File: src/design/usp_pkg.sv
package usp_pkg;
  // Register byte offsets on the bus
  localparam logic [7:0] OFS_BAUD = 8'h00;
  localparam logic [7:0] OFS_CTRL = 8'h04;
  localparam logic [7:0] OFS_STAT = 8'h08;
  localparam logic [7:0] OFS_CTL3 = 8'h0C;
  localparam logic [7:0] OFS_DATA = 8'h10;
  // Control register fields
  localparam int CTL_TE   = 0;
  localparam int CTL_RE   = 1;
  localparam int CTL_NINE = 2;
  localparam int CTL_PE   = 3;
  localparam int CTL_PT   = 4;
  localparam int CTL_LOOP = 5;
  localparam int CTL_RECEIVE_SOURCE_SELECT = 6;
  // Status register fields
  localparam int ST_PF   = 0;
  localparam int ST_FE   = 1;
  localparam int ST_NF   = 2;
  localparam int ST_OR   = 3;
  localparam int ST_FULL = 5;
  localparam int ST_TC   = 6;
  localparam int ST_TDRE = 7;
  // Control three fields
  localparam int C3_PARITY_IRQ_EN = 0;
  localparam int C3_FRAMING_IRQ_EN = 1;
  localparam int C3_NOISE_IRQ_EN = 2;
  localparam int C3_OVERRUN_IRQ_EN = 3;
  localparam int C3_INV  = 4;
  localparam int C3_DIR  = 5;
  localparam int C3_T8   = 6;
  localparam int C3_R8   = 7;
  // Baud divisor width and reset values
  localparam int          BAUD_W   = 13;
  localparam logic [12:0] BAUD_RST = 13'h001B;
  localparam logic [7:0]  CTRL_RST = 8'h00;
  localparam logic [7:0]  CTL3_RST = 8'h00;
  localparam logic [7:0]  DATA_RST = 8'h00;
  // Oversampling phases within one bit time
  localparam logic [3:0] SMP_A    = 4'h7;
  localparam logic [3:0] SMP_C    = 4'h9;
  localparam logic [3:0] PH_STOP  = 4'hA;
  localparam logic [3:0] PH_LAST  = 4'hF;
  // Receive stop index and transmit frame lengths
  localparam logic [3:0] STOP8 = 4'h9;
  localparam logic [3:0] STOP9 = 4'hA;
  localparam logic [3:0] TXN8  = 4'hA;
  localparam logic [3:0] TXN9  = 4'hB;
  // Transmitter states
  typedef enum logic {TX_IDLE = 1'b0, TX_SHIFT = 1'b1} usp_tx_e;
endpackage

File: src/design/usp_link_if.sv
interface usp_link_if;
  logic       tick16; // One pulse per sixteenth of a bit
  logic       line;   // Selected receive line level
  logic       nine;   // Nine data bits per character
  logic       done;   // Character complete pulse
  logic       ferr;   // Stop bit sampled low
  logic       noise;  // Some sample disagreed
  logic [8:0] data;   // Received bits, right aligned
  modport gen  (output tick16);
  modport rxp  (input tick16, line, nine,
                output done, ferr, noise, data);
  modport core (input tick16, done, ferr, noise, data,
                output line, nine);
endinterface

File: src/design/usp_top.sv
// Decided for this implementation: the Wishbone slave port and the placing of the registers.
module usp_top
  import usp_pkg::*;
(
  input  wire logic        REF_CLK_IN,
  input  wire logic        RESET_N_IN,
  input  wire logic        WB_CYC_IN,
  input  wire logic        WB_STB_IN,
  input  wire logic        WB_WE_IN,
  input  wire logic [3:0]  WB_SEL_IN,
  input  wire logic [7:0]  WB_ADR_IN,
  input  wire logic [31:0] WB_DAT_IN,
  output logic      [31:0] WB_DAT_OUT,
  output logic             WB_ACK_OUT,
  input  wire logic        RXD_IN,
  input  wire logic        TXD_IN,
  output logic             TXD_OUT,
  output logic             TXD_OE_OUT,
  output logic             ERR_IRQ_OUT
);
  typedef struct packed {
    logic        ack;   // Bus acknowledge
    logic [31:0] rdat;  // Registered read data
    logic [12:0] baud;  // Baud divisor
    logic [7:0]  ctrl;  // Own control bits
    logic [7:0]  ctl3;  // control_three
    logic [7:0]  rxbuf; // Receive half of data_buffer
    logic [7:0]  txbuf; // Transmit half of data_buffer
    logic        full;  // rx_full_flag
    logic        ovr;   // Overrun flag
    logic        nf;    // noise_flag
    logic        fe;    // framing_error_flag
    logic        pf;    // parity_error_flag
    logic        tdre;  // Transmit buffer empty
    logic        tc;    // Transmit complete
    logic        arm;   // Status read with flags set
    usp_tx_e     txst;  // Transmitter state
    logic [10:0] txsh;  // Transmit shifter
    logic [3:0]  txcnt; // Bits left in frame
    logic [3:0]  txph;  // Phase within bit
    logic        txd;   // Pin level, after inversion
    logic        oe;    // Pin drive enable
    logic        irq;   // Error request
    logic        rx_s1; // Receive pin sync stages
    logic        rx_s2;
    logic        tp_s1; // Transmit pin sync stages
    logic        tp_s2;
  } usp_top_s;
  usp_top_s r, n;

  usp_link_if lk ();

  logic       req;      // New bus request this cycle
  logic       wr;       // Write request
  logic       rd;       // Read request
  logic       tx_load;  // Buffer moves to shifter
  logic       errs_any; // Enabled flag present
  logic       sw_mode;  // Single-wire mode
  logic       pe_bit;   // Parity check result
  logic [8:0] tx9;      // Character to send
  logic [7:0] stat;     // Status image

  usp_baud #(
    .W (BAUD_W)
  ) u_baud (
    .clk_in   (REF_CLK_IN),
    .rst_n_in (RESET_N_IN),
    .div_in   (r.baud),
    .lk       (lk.gen)
  );

  usp_rx u_rx (
    .clk_in   (REF_CLK_IN),
    .rst_n_in (RESET_N_IN),
    .lk       (lk.rxp)
  );

  // Receiver source: pin, own transmitter, or shared pin
  assign sw_mode = r.ctrl[CTL_LOOP] & r.ctrl[CTL_RECEIVE_SOURCE_SELECT];
  assign lk.nine = r.ctrl[CTL_NINE];
  assign lk.line = ~r.ctrl[CTL_LOOP] ? r.rx_s2
                 : (r.ctrl[CTL_RECEIVE_SOURCE_SELECT] ? r.tp_s2
                 : r.txd ^ r.ctl3[C3_INV]);

  // Enabled error flags merged into one request
  assign errs_any = (r.ovr & r.ctl3[C3_OVERRUN_IRQ_EN])
                  | (r.nf & r.ctl3[C3_NOISE_IRQ_EN])
                  | (r.fe & r.ctl3[C3_FRAMING_IRQ_EN])
                  | (r.pf & r.ctl3[C3_PARITY_IRQ_EN]);

  // Main next-state logic
  always_comb begin
    n = r;
    req = WB_CYC_IN & WB_STB_IN & ~r.ack;
    wr = req & WB_WE_IN;
    rd = req & ~WB_WE_IN;
    tx_load = 1'b0;
    // Pin synchronisers; only second stages are read
    n.rx_s1 = RXD_IN;
    n.rx_s2 = r.rx_s1;
    n.tp_s1 = TXD_IN;
    n.tp_s2 = r.tp_s1;
    // Status image
    stat = '0;
    stat[ST_PF] = r.pf;
    stat[ST_FE] = r.fe;
    stat[ST_NF] = r.nf;
    stat[ST_OR] = r.ovr;
    stat[ST_FULL] = r.full;
    stat[ST_TC] = r.tc;
    stat[ST_TDRE] = r.tdre;
    // Single-cycle answer; unmapped reads give zero
    n.ack = req;
    n.rdat = '0;
    if (rd) begin
      unique case (WB_ADR_IN)
        OFS_BAUD: n.rdat = {19'h00000, r.baud};
        OFS_CTRL: n.rdat = {24'h000000, r.ctrl};
        OFS_STAT: n.rdat = {24'h000000, stat};
        OFS_CTL3: n.rdat = {24'h000000, r.ctl3};
        OFS_DATA: n.rdat = {24'h000000, r.rxbuf};
        default:  n.rdat = '0;
      endcase
    end
    // Flag clearing: status read arms, data read clears
    if (rd && WB_ADR_IN == OFS_STAT) begin
      n.arm = r.full | r.ovr | r.nf | r.fe | r.pf;
    end
    if (rd && WB_ADR_IN == OFS_DATA && r.arm) begin
      n.arm = 1'b0;
      n.full = 1'b0;
      n.ovr = 1'b0;
      n.nf = 1'b0;
      n.fe = 1'b0;
      n.pf = 1'b0;
    end
    // Register writes, low lanes only
    if (wr && WB_ADR_IN == OFS_BAUD) begin
      if (WB_SEL_IN[0]) n.baud[7:0] = WB_DAT_IN[7:0];
      if (WB_SEL_IN[1]) n.baud[12:8] = WB_DAT_IN[12:8];
    end
    if (wr && WB_SEL_IN[0]) begin
      if (WB_ADR_IN == OFS_CTRL) begin
        n.ctrl = WB_DAT_IN[7:0];
      end
      if (WB_ADR_IN == OFS_CTL3) begin
        // Received ninth bit is read only
        n.ctl3[6:0] = WB_DAT_IN[6:0];
      end
      if (WB_ADR_IN == OFS_DATA) begin
        n.txbuf = WB_DAT_IN[7:0];
        n.tdre = 1'b0;
        n.tc = 1'b0;
      end
    end
    // Received character hand-over; set beats clear
    pe_bit = (lk.nine ? ^lk.data : ^lk.data[7:0])
           ^ r.ctrl[CTL_PT];
    if (lk.done && r.ctrl[CTL_RE]) begin
      if (r.full) begin
        n.ovr = 1'b1;
      end else if (!r.fe) begin
        // A held framing error blocks new characters
        n.rxbuf = lk.data[7:0];
        n.ctl3[C3_R8] = lk.data[8];
        n.full = 1'b1;
        n.fe = lk.ferr;
        n.nf = lk.noise;
        n.pf = r.ctrl[CTL_PE] & pe_bit;
      end
    end
    // Character to send; ninth bit is not cleared here
    tx9 = {r.ctl3[C3_T8], r.txbuf};
    if (r.ctrl[CTL_PE]) begin
      if (r.ctrl[CTL_NINE]) begin
        tx9[8] = ^r.txbuf ^ r.ctrl[CTL_PT];
      end else begin
        tx9[7] = ^r.txbuf[6:0] ^ r.ctrl[CTL_PT];
      end
    end
    // Transmitter, stepped by the shared baud tick
    unique case (r.txst)
      TX_IDLE: begin
        if (r.ctrl[CTL_TE] && !r.tdre) begin
          tx_load = 1'b1;
        end
      end
      TX_SHIFT: begin
        if (lk.tick16) begin
          n.txph = r.txph + 4'h1;
          if (r.txph == PH_LAST) begin
            n.txsh = {1'b1, r.txsh[10:1]};
            n.txcnt = r.txcnt - 4'h1;
            if (r.txcnt == 4'h1) begin
              n.txst = TX_IDLE;
              n.tc = r.tdre;
              tx_load = r.ctrl[CTL_TE] & ~r.tdre;
            end
          end
        end
      end
    endcase
    if (tx_load) begin
      // Whole frame built at once after the data write
      n.txst = TX_SHIFT;
      n.tdre = 1'b1;
      n.txph = '0;
      n.tc = 1'b0;
      if (r.ctrl[CTL_NINE]) begin
        n.txsh = {1'b1, tx9, 1'b0};
        n.txcnt = TXN9;
      end else begin
        n.txsh = {2'b11, tx9[7:0], 1'b0};
        n.txcnt = TXN8;
      end
    end
    // Pin level and direction, registered
    n.txd = (n.txst == TX_SHIFT ? n.txsh[0] : 1'b1)
          ^ n.ctl3[C3_INV];
    n.oe = sw_mode ? n.ctl3[C3_DIR] : 1'b1;
    n.irq = errs_any;
  end

  // State register
  always_ff @(posedge REF_CLK_IN) begin
    if (!RESET_N_IN) begin
      r <= '0;
      r.baud <= BAUD_RST;
      r.ctrl <= CTRL_RST;
      r.ctl3 <= CTL3_RST;
      r.rxbuf <= DATA_RST;
      r.txbuf <= DATA_RST;
      r.tdre <= 1'b1;
      r.tc <= 1'b1;
      r.txst <= TX_IDLE;
      r.txd <= 1'b1;
      r.oe <= 1'b1;
      r.rx_s1 <= 1'b1;
      r.rx_s2 <= 1'b1;
      r.tp_s1 <= 1'b1;
      r.tp_s2 <= 1'b1;
    end else begin
      r <= n;
    end
  end

  assign WB_DAT_OUT  = r.rdat;
  assign WB_ACK_OUT  = r.ack;
  assign TXD_OUT     = r.txd;
  assign TXD_OE_OUT  = r.oe;
  assign ERR_IRQ_OUT = r.irq;

  AST_IRQ_OR: assert property (
    @(posedge REF_CLK_IN) disable iff (!RESET_N_IN)
    1'b1 |=> ERR_IRQ_OUT == $past(errs_any))
    else $error("error request does not follow flags");

  AST_IDLE_POL: assert property (
    @(posedge REF_CLK_IN) disable iff (!RESET_N_IN)
    (r.txst == TX_IDLE && !tx_load) |=>
      TXD_OUT == ~r.ctl3[C3_INV])
    else $error("idle level ignores inversion");

  AST_OVERRUN: assert property (
    @(posedge REF_CLK_IN) disable iff (!RESET_N_IN)
    (lk.done && r.ctrl[CTL_RE] && r.full) |=>
      r.ovr && $stable(r.rxbuf))
    else $error("overrun not flagged or data replaced");

  AST_FRAMING: assert property (
    @(posedge REF_CLK_IN) disable iff (!RESET_N_IN)
    (lk.done && r.ctrl[CTL_RE] && !r.full && !r.fe && lk.ferr)
      |=> r.fe && r.full)
    else $error("framing error not set with full flag");

  AST_RX_NINTH: assert property (
    @(posedge REF_CLK_IN) disable iff (!RESET_N_IN)
    (lk.done && r.ctrl[CTL_RE] && !r.full && !r.fe && lk.nine)
      |=> r.ctl3[C3_R8] == $past(lk.data[8]))
    else $error("received ninth bit not captured");

  AST_T8_KEPT: assert property (
    @(posedge REF_CLK_IN) disable iff (!RESET_N_IN)
    (wr && WB_ADR_IN == OFS_DATA) |=> $stable(r.ctl3[C3_T8]))
    else $error("data write disturbed transmit ninth bit");

  AST_T9_LOAD: assert property (
    @(posedge REF_CLK_IN) disable iff (!RESET_N_IN)
    (tx_load && r.ctrl[CTL_NINE] && !r.ctrl[CTL_PE]) |=>
      r.txsh[9] == $past(r.ctl3[C3_T8]) && r.txcnt == TXN9)
    else $error("ninth bit not loaded into shifter");

  AST_PIN_DIR: assert property (
    @(posedge REF_CLK_IN) disable iff (!RESET_N_IN)
    (sw_mode && !wr) |=> TXD_OE_OUT == $past(r.ctl3[C3_DIR]))
    else $error("single-wire direction not applied");

  AST_DATA_CLR: assert property (
    @(posedge REF_CLK_IN) disable iff (!RESET_N_IN)
    (rd && WB_ADR_IN == OFS_DATA && r.arm && !lk.done) |=>
      !r.full && !r.fe && !r.ovr)
    else $error("data read did not clear flags");

  // Each enabled flag must reach the request one clock later
  AST_OVR_REQ: assert property (
    @(posedge REF_CLK_IN) disable iff (!RESET_N_IN)
    (r.ovr && r.ctl3[C3_OVERRUN_IRQ_EN]) |=> ERR_IRQ_OUT)
    else $error("enabled overrun raised no request");

  AST_NOISE_REQ: assert property (
    @(posedge REF_CLK_IN) disable iff (!RESET_N_IN)
    (r.nf && r.ctl3[C3_NOISE_IRQ_EN]) |=> ERR_IRQ_OUT)
    else $error("enabled noise flag raised no request");

  AST_FRAME_REQ: assert property (
    @(posedge REF_CLK_IN) disable iff (!RESET_N_IN)
    (r.fe && r.ctl3[C3_FRAMING_IRQ_EN]) |=> ERR_IRQ_OUT)
    else $error("enabled framing flag raised no request");

  AST_PAR_REQ: assert property (
    @(posedge REF_CLK_IN) disable iff (!RESET_N_IN)
    (r.pf && r.ctl3[C3_PARITY_IRQ_EN]) |=> ERR_IRQ_OUT)
    else $error("enabled parity flag raised no request");

  // With every enable off, flags are left to polling
  AST_IRQ_MASKED: assert property (
    @(posedge REF_CLK_IN) disable iff (!RESET_N_IN)
    (r.ctl3[C3_OVERRUN_IRQ_EN:C3_PARITY_IRQ_EN] == 4'h0) |=> !ERR_IRQ_OUT)
    else $error("request raised with all enables off");
endmodule

File: src/design/usp_baud.sv
module usp_baud
  import usp_pkg::*;
#(
  parameter int W = BAUD_W
) (
  input  wire logic         clk_in,
  input  wire logic         rst_n_in,
  input  wire logic [W-1:0] div_in,
  usp_link_if.gen           lk
);
  typedef struct packed {
    logic [W-1:0] cnt;  // Modulo counter
    logic         tick; // Registered tick
  } usp_baud_s;
  usp_baud_s r, n;

  // Modulo divider; a zero divisor parks the generator
  always_comb begin
    n = r;
    n.tick = 1'b0;
    if (div_in == '0) begin
      n.cnt = '0;
    end else if (r.cnt >= div_in - 1'b1) begin
      n.cnt = '0;
      n.tick = 1'b1;
    end else begin
      n.cnt = r.cnt + 1'b1;
    end
  end

  // State register
  always_ff @(posedge clk_in) begin
    if (!rst_n_in) begin
      r <= '0;
    end else begin
      r <= n;
    end
  end

  assign lk.tick16 = r.tick;

  AST_TICK_WRAP: assert property (
    @(posedge clk_in) disable iff (!rst_n_in)
    r.tick |-> r.cnt == '0)
    else $error("baud tick without counter wrap");
endmodule

File: src/design/usp_rx.sv
module usp_rx
  import usp_pkg::*;
(
  input  wire logic clk_in,
  input  wire logic rst_n_in,
  usp_link_if.rxp   lk
);
  typedef struct packed {
    logic       busy;  // Inside a frame
    logic [3:0] ph;    // Phase within bit
    logic [3:0] idx;   // Bit index, start is 0
    logic [2:0] smp;   // Three mid-bit samples
    logic [8:0] sh;    // Data shifter, lsb first
    logic       prev;  // Previous line sample
    logic       nz;    // Noise seen so far
    logic       done;
    logic       ferr;
    logic       noise;
  } usp_rx_s;
  usp_rx_s r, n;
  logic fall;  // Falling edge on this tick
  logic bitv;  // Majority value of the bit
  logic bnz;   // Samples of this bit disagree
  logic [3:0] stop_idx;

  // Frame tracking with resync on falling edges
  always_comb begin
    n = r;
    n.done = 1'b0;
    fall = r.prev & ~lk.line;
    bitv = (r.smp[0] & r.smp[1]) | (r.smp[0] & r.smp[2])
         | (r.smp[1] & r.smp[2]);
    bnz = (r.smp != 3'b000) && (r.smp != 3'b111);
    stop_idx = lk.nine ? STOP9 : STOP8;
    if (lk.tick16) begin
      n.prev = lk.line;
      if (!r.busy) begin
        // Wait for a start edge
        if (fall) begin
          n.busy = 1'b1;
          n.ph = '0;
          n.idx = '0;
          n.nz = 1'b0;
        end
      end else begin
        n.ph = r.ph + 4'h1;
        if (r.ph >= SMP_A && r.ph <= SMP_C) begin
          n.smp = {r.smp[1:0], lk.line};
        end
        if (r.idx == stop_idx && r.ph == PH_STOP) begin
          // Close early so the next start edge is seen
          n.busy = 1'b0;
          n.done = 1'b1;
          n.ferr = ~bitv;
          n.noise = r.nz | bnz;
        end else if (r.ph == PH_LAST || (fall && r.ph > SMP_C)) begin
          n.ph = '0;
          n.idx = r.idx + 4'h1;
          n.nz = r.nz | bnz;
          if (r.idx == '0 && bitv) begin
            n.busy = 1'b0; // False start, treat as noise
          end else if (r.idx != '0) begin
            n.sh = {bitv, r.sh[8:1]};
          end
        end
      end
    end
  end

  // State register; line idles high
  always_ff @(posedge clk_in) begin
    if (!rst_n_in) begin
      r <= '0;
      r.prev <= 1'b1;
    end else begin
      r <= n;
    end
  end

  assign lk.done  = r.done;
  assign lk.ferr  = r.ferr;
  assign lk.noise = r.noise;
  assign lk.data  = lk.nine ? r.sh : {1'b0, r.sh[8:1]};

  AST_RESYNC: assert property (
    @(posedge clk_in) disable iff (!rst_n_in)
    (lk.tick16 && r.busy && fall && r.ph > SMP_C
      && r.idx != stop_idx) |=> r.ph == '0)
    else $error("no resync on falling edge");
endmodule

File: config.mk
export PLATFORM = sky130hd
export DESIGN_NAME = usp_top
export DESIGN_NICKNAME = d
export VERILOG_FILES = /design/src/design/usp_pkg.sv /design/src/design/usp_link_if.sv /design/src/design/usp_top.sv /design/src/design/usp_baud.sv /design/src/design/usp_rx.sv
export SDC_FILE = /design/constraint.sdc
export NUM_CORES = 1
export LEC_CHECK = 0
export ABC_AREA = 0
export BUFFER_PORTS_ARGS = -buffer_cell sky130_fd_sc_hd__clkbuf_2
export CAP_MARGIN = 20
export CORE_MARGIN = 2
export CORE_UTILIZATION = 35
export CTS_BUF_LIST = sky130_fd_sc_hd__clkbuf_8 sky130_fd_sc_hd__clkbuf_16
export CTS_CLUSTER_DIAMETER = 120
export CTS_CLUSTER_SIZE = 25
export DETAILED_ROUTE_END_ITERATION = 8
export GPL_TIMING_DRIVEN = 0
export PLACE_DENSITY_LB_ADDON = 0.12
export REMOVE_ABC_BUFFERS = 1
export SYNTH_ARGS = -nofsm -noshare
export SYNTH_HDL_FRONTEND = slang
export SYNTH_SLANG_ARGS = --single-unit
File: constraint.sdc
create_clock -name REF_CLK_IN -period 2.4 [get_ports REF_CLK_IN]
set_input_delay 0.36 -clock REF_CLK_IN [delete_from_list [all_inputs] [get_ports REF_CLK_IN]]
set_output_delay 0.36 -clock REF_CLK_IN [all_outputs]
set_load 0.05 [all_outputs]
==> results of run 1 <==
[power by group through the flow]
stage               Combinational (mW)  Sequential (mW)  Clock (mW)
floorplan                        0.119             2.29           0
finish                           0.204             2.24        2.41
global placement                 0.194             2.29           0
global route                     0.221             2.24        2.57
detailed placement               0.199             2.29           0
CTS                              0.200             2.24        2.48
[cell usage after synthesis (3+ instances only)]
cell type | number | share of area, %
a211oi_1 | 9 | 1.0
a21o_1 | 8 | 0.90
a21oi_1 | 20 | 1.5
a222oi_1 | 4 | 0.60
a22o_1 | 5 | 0.66
a22oi_1 | 6 | 0.68
a311oi_1 | 9 | 1.2
and2_1 | 9 | 0.84
and3_1 | 8 | 0.75
and4_1 | 5 | 0.66
buf_1 | 4 | 0.23
buf_2 | 5 | 0.38
buf_4 | 35 | 3.9
buf_6 | 3 | 0.51
clkbuf_1 | 22 | 1.2
dfxtp_1 | 134 | 40
ha_1 | 25 | 4.7
inv_1 | 17 | 0.96
mux2_2 | 4 | 0.68
mux2i_1 | 58 | 8.7
mux4_2 | 3 | 1.0
nand2_1 | 71 | 4.0
nand2b_1 | 8 | 0.75
nand3_1 | 19 | 1.4
nand4_1 | 7 | 0.66
nor2_1 | 83 | 4.7
nor2b_1 | 8 | 0.75
nor3_1 | 17 | 1.3
nor4_1 | 7 | 0.66
o211a_1 | 4 | 0.60
o211ai_1 | 5 | 0.56
o21a_1 | 3 | 0.34
o21ai_0 | 13 | 0.98
o21ai_1 | 3 | 0.23
xnor2_1 | 29 | 3.8
xor2_1 | 17 | 2.2
[final timing paths]
kind	from	cells after the start	end
hold / removal	RXD_IN	2	n[2]$_SDFF_PN1_
hold reg to reg	n[2]$_SDFF_PN1_	1	r[2]$_SDFF_PN1_
setup reg to reg	r[72]$_SDFFE_PN0P_	11	u_baud.lk.tick16$_SDFF_PP0_
setup / recovery	r[72]$_SDFFE_PN0P_	11	u_baud.lk.tick16$_SDFF_PP0_
[cell families after synthesis]
group,Yosys count,share of synthesized area [%]
buffers and inverters,86,7.25
multiplexers,65,10.4
flip-flops,134,40.2
AND/OR/NAND/NOR,261,19.1
AO/OA/AOI/OAI,109,12.0
adder cells (fa/ha/maj),26,4.84
XOR/XNOR,46,6.04
other,1,0.0563
[cell type report]
cell class / count / area share, %
Clock buffer: 25 / 6.98
Timing Repair Buffer: 58 / 4.37
Inverter: 17 / 0.832
Multi-Input combinational cell: 528 / 48.5
Clock inverter: 4 / 0.261
Tap cell: 234 / 3.82
Sequential cell: 134 / 35.2
[flip-flops by register name, summed over array words and instances, names as in the netlist]
signal            flops
u_rx.lk.ferr          1
TXD_OE_OUT            1
WB_DAT_OUT           13
lk.nine               1
u_rx.lk.noise         1
u_rx.lk.done          1
u_rx.r               23
TXD_OUT               1
ERR_IRQ_OUT           1
n                     2
u_baud.r             13
r                    74
u_baud.lk.tick16      1
WB_ACK_OUT            1
[per-stage QoR]
| step | total power [mW] | utilization, % | setup TNS, ps | instance area, sq um |
|---|---|---|---|---|
| after floorplan | 2.41 | - | -777 | 6310 |
| after global placement | 2.48 | 36.5 | -62670 | 6840 |
| after detailed placement | 2.49 | 36.7 | -16030 | 6860 |
| after CTS | 4.92 | 40.2 | -287 | 7530 |
| after global routing | 5.03 | 41.0 | -3150 | 7670 |
| final | 4.85 | 41.0 | -983 | 7670 |
[critical path, cell delays in order, from the launching register on]
cell and delay (ps):
dfxtp_4 360, nor4_4 290, and3_4 250, nand2_4 60
xor2_2 150, ha_1 310, a21o_1 180, a21o_1 160
a21oi_2 150, o21ai_2 100, a21o_4 240, nor2b_4 130
[metal layers]
metal / share of wire, % / track usage, %
met1: 49 / 21.3
met2: 47 / 25.2
met3: 3.7 / 3.63
met4: 0.28 / 4.47
met5: 0 / 0
[repair_timing]
item | 4_1_cts | 5_1_grt
hold endpoints to repair | 0 | 0
cloned | 1 | 1
hold buffers | 0 | 0
endpoints found under the setup margin | 23 | 21
setup buffers | 4 | 6
resized for setup | 24 | 19
pin swaps | 3 | 13
==> flow_summary.json, run 1 <==
{
  "status": "complete, but fails checks",
  "violations": "setup timing",
  "fin_skew_ps": 6.68,
  "top_level_ports": 87,
  "avgRoutedWirePerCell_um": 15.6,
  "multiInputGateArea_sq_um": 3720,
  "antenna_cells": 0,
  "hp-class": "primary input to flop",
  "holdWs_ps": 126,
  "pwr-share-seq_pct": 46.1,
  "drv_cap": 0,
  "setup_slack_ps": -119,
  "gr-usage-all-layers_pct": 15.8,
  "cts_tree": "done",
  "gp_congestion": 0.786,
  "crit_arrival_ps": 2820,
  "p_sw_mw": 1.06,
  "synth_enable_flop_cells": 0,
  "num_vias": 5070,
  "max_freq_ghz": 0.397,
  "antenna_found_initial": 0,
  "rrSetupSlack_ps": -120,
  "drt-pass1-iter-count": 5,
  "mostFrequentLayoutCells": "dfxtp_1 (128), nor2_1 (81), nand2_1 (70), mux2i_1 (58), clkbuf_2 (45)",
  "irDropWorstVdd_mv": 0.462,
  "die_width_um": 142,
  "synthesis.instances": 728,
  "grt_max_degree": 42,
  "overflow": 0,
  "die_area_sq_um": 20200,
  "syn_area_per_cell_sq_um": 9.16,
  "hold_violations": 0,
  "pre_cts_slack_ps": -537,
  "final_nets": 832,
  "drive_above_1_share_pct": 18.0,
  "max-clock-path-buffers": 2,
  "drc": 0,
  "clk_transition_reported_paths_ps": 60,
  "clock_latency_ps": 410,
  "layout_commonest_cell": "dfxtp_1",
  "cp_data_required_time_ps": 2700,
  "internal_power_mw": 3.79,
  "switching_share_pct": 21.9,
  "finalNonFillerCells": 1000,
  "cp_max_fo": 7,
  "ys_warn_count": 0,
  "min_period_ps": 2520,
  "cp-start-kind": "flop",
  "io_buffers": 46,
  "end_kind": "flop",
  "htreeDepth": 4,
  "ff_latch_area_sq_um": 2700,
  "clock_power_share_pct": 49.7,
  "worst_pin_slew_ps": 733,
  "p_per_area_nw_per_um2": 633,
  "dr.first_iter.drc_count": 280,
  "cts_root_buf": "clkbuf_16",
  "synth_ff_type": "dfxtp_1",
  "start_util_pct": 35.6,
  "wl_mm": 15.6,
  "fin_crit_sh_pct": 105,
  "rsz0062_at_grt": "yes",
  "crit_type": "flop to flop",
  "slew_violations": 0,
  "final-setup-viol-count": 14,
  "ys_types": 68,
  "ant_nets": 0,
  "die_y_um": 142,
  "p_comb_share_pct": 4.2,
  "slew_headroom_pct": 51.1,
  "seq_area_frac_synth_pct": 40.2,
  "synth_seq_cells": 134,
  "synthToLayoutAreaGrowth_pct": 15.1,
  "syn_area_sq_um": 6670,
  "p_leak_nw": 3.02,
  "grt_pass1_vias": 4823,
  "rows": 50,
  "cts_made_buffers": 17,
  "async_reset_ff_share_pct": 0,
  "clock_sinks": 134,
  "hpwl_mm": 10.8,
  "core_sq_um": 18700,
  "dp_cells": 958,
  "nFillCells": 1830,
  "grt_pass1_wl_mm": 25.0,
  "vias_per_cell": 5.07
}
(Power assumes the default switching activity.)
==> run 2: changes to the inputs <==
--- a/config.mk
+++ b/config.mk
@@ -16,6 +16,7 @@
 export DETAILED_ROUTE_END_ITERATION = 8
 export GPL_TIMING_DRIVEN = 0
 export PLACE_DENSITY_LB_ADDON = 0.12
+export RECOVER_POWER = 100
 export REMOVE_ABC_BUFFERS = 1
 export SYNTH_ARGS = -nofsm -noshare
 export SYNTH_HDL_FRONTEND = slang
==> run 2 against run 1 <==
Net effect: the run still ends with setup timing left; register-to-register slack hardly changed; fmax hardly changed; sequential share of layout area is 0.17 points higher; worst setup slack hardly changed; largest cell class unchanged.
==> flow_summary.json, run 2 (synthesis gave the netlist of run 1 again) <==
{
  "rsz0062_at_grt": "yes",
  "vias_per_cell": 5.09,
  "overflow": 0,
  "design_area_sq_um": 7630,
  "max_freq_ghz": 0.397,
  "min_period_ps": 2520,
  "cp_data_required_time_ps": 2700,
  "power_mw": 4.86,
  "r2r_start": "r[72]$_SDFFE_PN0P_",
  "gr-usage-all-layers_pct": 15.8,
  "antenna_found_initial": 0,
  "die_area_sq_um": 20200,
  "top_register": "r",
  "die_y_um": 142,
  "p_per_area_nw_per_um2": 636,
  "synthToLayoutAreaGrowth_pct": 14.5,
  "cp-startpoint": "r[72]$_SDFFE_PN0P_",
  "ant_nets": 0,
  "crit_arrival_ps": 2820,
  "max-clock-path-buffers": 2,
  "slew_headroom_pct": 34.2,
  "layout_commonest_cell": "dfxtp_1",
  "grt_pass1_vias": 4823,
  "clock_latency_ps": 410,
  "irDropWorstVdd_mv": 0.461,
  "crit_type": "flop to flop",
  "status": "complete, but fails checks",
  "grt_pass1_wl_mm": 25.0,
  "drv_cap": 0,
  "rrSetupSlack_ps": -120,
  "htreeDepth": 4,
  "die_width_um": 142,
  "fin_skew_ps": 6.89,
  "wl_mm": 15.6,
  "violations": "setup timing",
  "mostFrequentLayoutCells": "dfxtp_1 (128), nor2_1 (81), nand2_1 (70), mux2i_1 (58), xnor2_1 (29)",
  "top_level_ports": 87,
  "largest_reg_flops": 74,
  "hold_start": "RXD_IN",
  "drc": 0,
  "core_sq_um": 18700,
  "hp-class": "primary input to flop",
  "fin_setup_tns_ps": -985,
  "num_vias": 5085,
  "dr.first_iter.drc_count": 279,
  "io_buffers": 46,
  "reg.largest.list": "r: 74 flops, u_rx.r: 23 flops",
  "drt-pass1-iter-count": 4,
  "slew_violations": 0,
  "cp-start-kind": "flop",
  "busiest_layer": "met2",
  "clock_sinks": 134,
  "worst_pin_slew_ps": 985,
  "finalNonFillerCells": 1000,
  "grt_max_degree": 42,
  "met3_usage_pct": 3.63,
  "fin_crit_sh_pct": 105,
  "drive_above_1_share_pct": 15.4,
  "globalRouteMet1Util_pct": 21.3,
  "hpwl_mm": 10.8,
  "avgRoutedWirePerCell_um": 15.6,
  "hold_violations": 0,
  "rows": 50,
  "cts_root_buf": "clkbuf_16",
  "placed_area_sq_um": 6860,
  "setup_slack_ps": -119,
  "cts_tree": "done",
  "clk_transition_reported_paths_ps": 60,
  "end_kind": "flop",
  "holdWs_ps": 128,
  "p_leak_nw": 2.95,
  "cts_made_buffers": 17,
  "antenna_cells": 0,
  "final_nets": 832,
  "cp_max_fo": 7,
  "dp_cells": 958,
  "ctsHoldBuffers": 0,
  "gp_congestion": 0.786,
  "start_util_pct": 35.6,
  "final-setup-viol-count": 14,
  "grt_use_met2_pct": 25.2
}
-- run 2: cell types whose count changed in the layout (fill, tap and decap cells not counted) --
cell	delta
nor3b_4	-1
clkbuf_2	-17
and2_0	+2
and2_1	-2
nor3b_1	+1
inv_2	-1
inv_1	+1
clkbuf_1	+18
buf_4	-1
-- run 2: through the flow --
step                worst slack, ps  util, %
finish                         -119     40.8
global route                   -257     40.8
CTS                           -54.8     40.2
detailed placement             -537     36.7
global placement              -1210     36.5
floorplan                      -112        -
-- run 2: worst paths after layout --
path                                      end  depth (start not counted)
hold / removal                n[2]$_SDFF_PN1_                          2
setup reg to reg  u_baud.lk.tick16$_SDFF_PP0_                         11
hold reg to reg               r[2]$_SDFF_PN1_                          1
setup / recovery  u_baud.lk.tick16$_SDFF_PP0_                         11
-- run 2: where the power goes --
group	internal, mW	switching (mW)	total (mW)
clock	1.51	0.902	2.42
sequential	2.23	0.00697	2.24
combinational	0.0484	0.154	0.202
total	3.79	1.06	4.86
-- run 2: layer usage --
layer / vias up / wire [um]
met5: - / 0
met2: 103 / 7400
li1: 2568 / -
met3: 9 / 577
met4: 0 / 38
met1: 2405 / 7630
-- run 2: worst max-delay path, cell delays in order, from the launching register on --
cell and delay, ps:
dfxtp_4 360, nor4_4 290, and3_4 250, nand2_4 60, xor2_2 150, ha_1 310
a21o_1 180, a21o_1 160, a21oi_2 150, o21ai_2 100, a21o_4 240, nor2b_4 130
-- run 2: final cells by class --
class / count / area (sq um)
clock buffer: 25 / 536
clock inverter: 4 / 20.0
fill: 1845 / 11100
inverter: 17 / 63.8
multi-input combinational: 528 / 3710
sequential: 134 / 2700
tap: 234 / 293
timing repair buffer: 58 / 310
-- run 2: repair_timing --
action | CTS | global route
gates cloned | 1 | 1
endpoints found under the setup margin | 23 | 21
pin swaps | 3 | 13
resized for setup | 24 | 19
buffers inserted | 4 | 6
==> run 3: changes to the inputs <==
==> constraint.sdc (replaced) <==
create_clock -name REF_CLK_IN -period 3.1 [get_ports REF_CLK_IN]
set_input_delay 0.465 -clock REF_CLK_IN [delete_from_list [all_inputs] [get_ports REF_CLK_IN]]
set_output_delay 0.465 -clock REF_CLK_IN [all_outputs]
set_load 0.05 [all_outputs]
==> run 3 against run 2 <==
Net effect: the flow now finishes without violations; hold slack better by 110 ps; register-to-register slack better by 400 ps; non-clock buffer count shrank 10; largest power group unchanged; worst setup slack better by 400 ps; first-iteration DRC count grew 16%; sequential share of layout area increased by 1.0 points; clock power fell by 23%; routed wire length shrank 3.4%; count of clock-buffer cells in the layout unchanged; fmax fell by 11%; utilization shrank 1.4 points.
==> flow_summary.json, run 3 (synthesis gave the netlist of run 1 again) <==
{
  "power_mw": 3.76,
  "crit_type": "flop to flop",
  "antenna_cells": 0,
  "drc": 0,
  "fin_crit_sh_pct": 90.9,
  "cts_tree": "done",
  "switching_share_pct": 21.8,
  "ctsHoldBuffers": 0,
  "largest_reg_flops": 74,
  "clock_latency_ps": 410,
  "setup_slack_ps": 282,
  "start_util_pct": 35.6,
  "reg.largest.list": "r: 74 flops, u_rx.r: 23 flops",
  "hold_start": "RXD_IN",
  "p_leak_nw": 2.86,
  "drive_above_1_share_pct": 9.55,
  "die_y_um": 142,
  "cpPeakStageDelay_ps": 410,
  "fin_skew_ps": 8.21,
  "cp_data_required_time_ps": 3400,
  "status": "completed",
  "avgRoutedWirePerCell_um": 15.3,
  "cp-startpoint": "r[71]$_SDFFE_PN1P_",
  "clock_power_share_pct": 49.7,
  "critPathTopFamily": "simple AND/OR/NAND/NOR gates",
  "min_period_ps": 2820,
  "p_per_area_nw_per_um2": 510,
  "dr.max_layer_used": "met4",
  "layout_commonest_cell": "dfxtp_1",
  "final_nets": 820,
  "slew_violations": 0,
  "route.met2.wl_mm": 6.92,
  "wl_met1_mm": 7.60,
  "fin_setup_tns_ps": 0,
  "wl_met3_um": 492,
  "internal_power_mw": 2.94,
  "hp-class": "primary input to flop",
  "ant_nets": 0,
  "cp-start-kind": "flop",
  "placed_area_sq_um": 6860,
  "cp_max_fo": 14,
  "max_freq_ghz": 0.355,
  "grt_max_degree": 42,
  "grt_pass1_vias": 4753,
  "top_level_ports": 87,
  "cp_num_buf_inv": 0,
  "clock_sinks": 134,
  "slew_headroom_pct": 34.4,
  "core_sq_um": 18700,
  "htreeDepth": 4,
  "cts_root_buf": "clkbuf_16",
  "pwr-share-seq_pct": 46.2,
  "mostFrequentLayoutCells": "dfxtp_1 (134), nor2_1 (84), nand2_1 (71), mux2i_1 (58), xnor2_1 (29)",
  "antenna_found_initial": 0,
  "dr.first_iter.drc_count": 323,
  "die_width_um": 142,
  "hpwl_mm": 10.8,
  "grt_pass1_wl_mm": 24.5,
  "io_buffers": 46,
  "clk_transition_reported_paths_ps": 60,
  "crit_top_cell": "a21o_1",
  "holdWs_ps": 233,
  "rows": 50,
  "finalNonFillerCells": 988,
  "p_comb_share_pct": 4.1,
  "worst_pin_slew_ps": 983,
  "design_area_sq_um": 7370,
  "drv_cap": 0,
  "postCtsSetupBuffers": 0,
  "cts_made_buffers": 17,
  "dp_cells": 958,
  "hold_violations": 0,
  "max-clock-path-buffers": 2,
  "gp_congestion": 0.786,
  "top_register": "r",
  "end_kind": "flop",
  "p_sw_mw": 0.818,
  "pre_cts_slack_ps": 163,
  "irDropWorstVdd_mv": 0.358,
  "fin_util_pct": 39.4,
  "cp_slowest_cell": "nor4_2",
  "r2r_start": "r[71]$_SDFFE_PN1P_",
  "crit_arrival_ps": 3120,
  "overflow": 0,
  "synthToLayoutAreaGrowth_pct": 10.5,
  "rsz0062_at_grt": "no",
  "num_vias": 4992,
  "die_area_sq_um": 20200,
  "drt-pass1-iter-count": 5,
  "vias_per_cell": 5.05,
  "wl_mm": 15.1,
  "final-setup-viol-count": 0,
  "gr-usage-all-layers_pct": 15.4,
  "crit_chain": "nor4_2 -> and3_1 -> nand2_1 -> xor2_1 -> ha_1 -> a21o_1 -> a21o_1 -> a21oi_1 -> o21ai_0 -> a21o_1 -> nor2b_1"
}
-- run 3: cell types whose count changed in the layout (fill, tap and decap cells not counted), sizes merged --
cell | before | now
clkbuf | 72 | 71
buf | 11 | 2
a21o | 9 | 8
nand3 | 22 | 21
-- run 3: final timing paths --
check                                 to  cells after the start  slack [ps]
min reg2reg              r[0]$_SDFF_PN1_                      1         400
max          u_baud.lk.tick16$_SDFF_PP0_                     11         280
max reg2reg  u_baud.lk.tick16$_SDFF_PP0_                     11         280
min                      n[2]$_SDFF_PN1_                      2         230
-- run 3: repair_timing --
| item | 4_1_cts | 5_1_grt |
|---|---|---|
| hold endpoints to repair | 0 | 0 |
| resized for setup | 0 | 1 |
| setup endpoints to repair | 0 | 14 |
-- run 3: final cells by class --
cell class	count	area [sq um]
Tap cell	234	293
Timing Repair Buffer	48	235
Clock buffer	25	536
Fill cell	1868	11300
Sequential cell	134	2680
Clock inverter	4	20.0
Multi-Input combinational cell	526	3540
Inverter	17	63.8
-- run 3: metal layers --
metal  vias to the layer above  track usage [%]
met4                         0             4.47
met1                      2362             20.9
met2                        87             24.5
li1                       2533                -
met5                         -                0
met3                        10             3.63
-- run 3: power by group through the flow --
stage               Clock, mW  Sequential (mW)  Combinational [mW]
CTS                      1.92             1.73               0.155
floorplan                   0             1.77              0.0922
detailed placement          0             1.77               0.154
global placement            0             1.77               0.150
global route             1.99             1.73               0.166
finish                   1.87             1.74               0.154
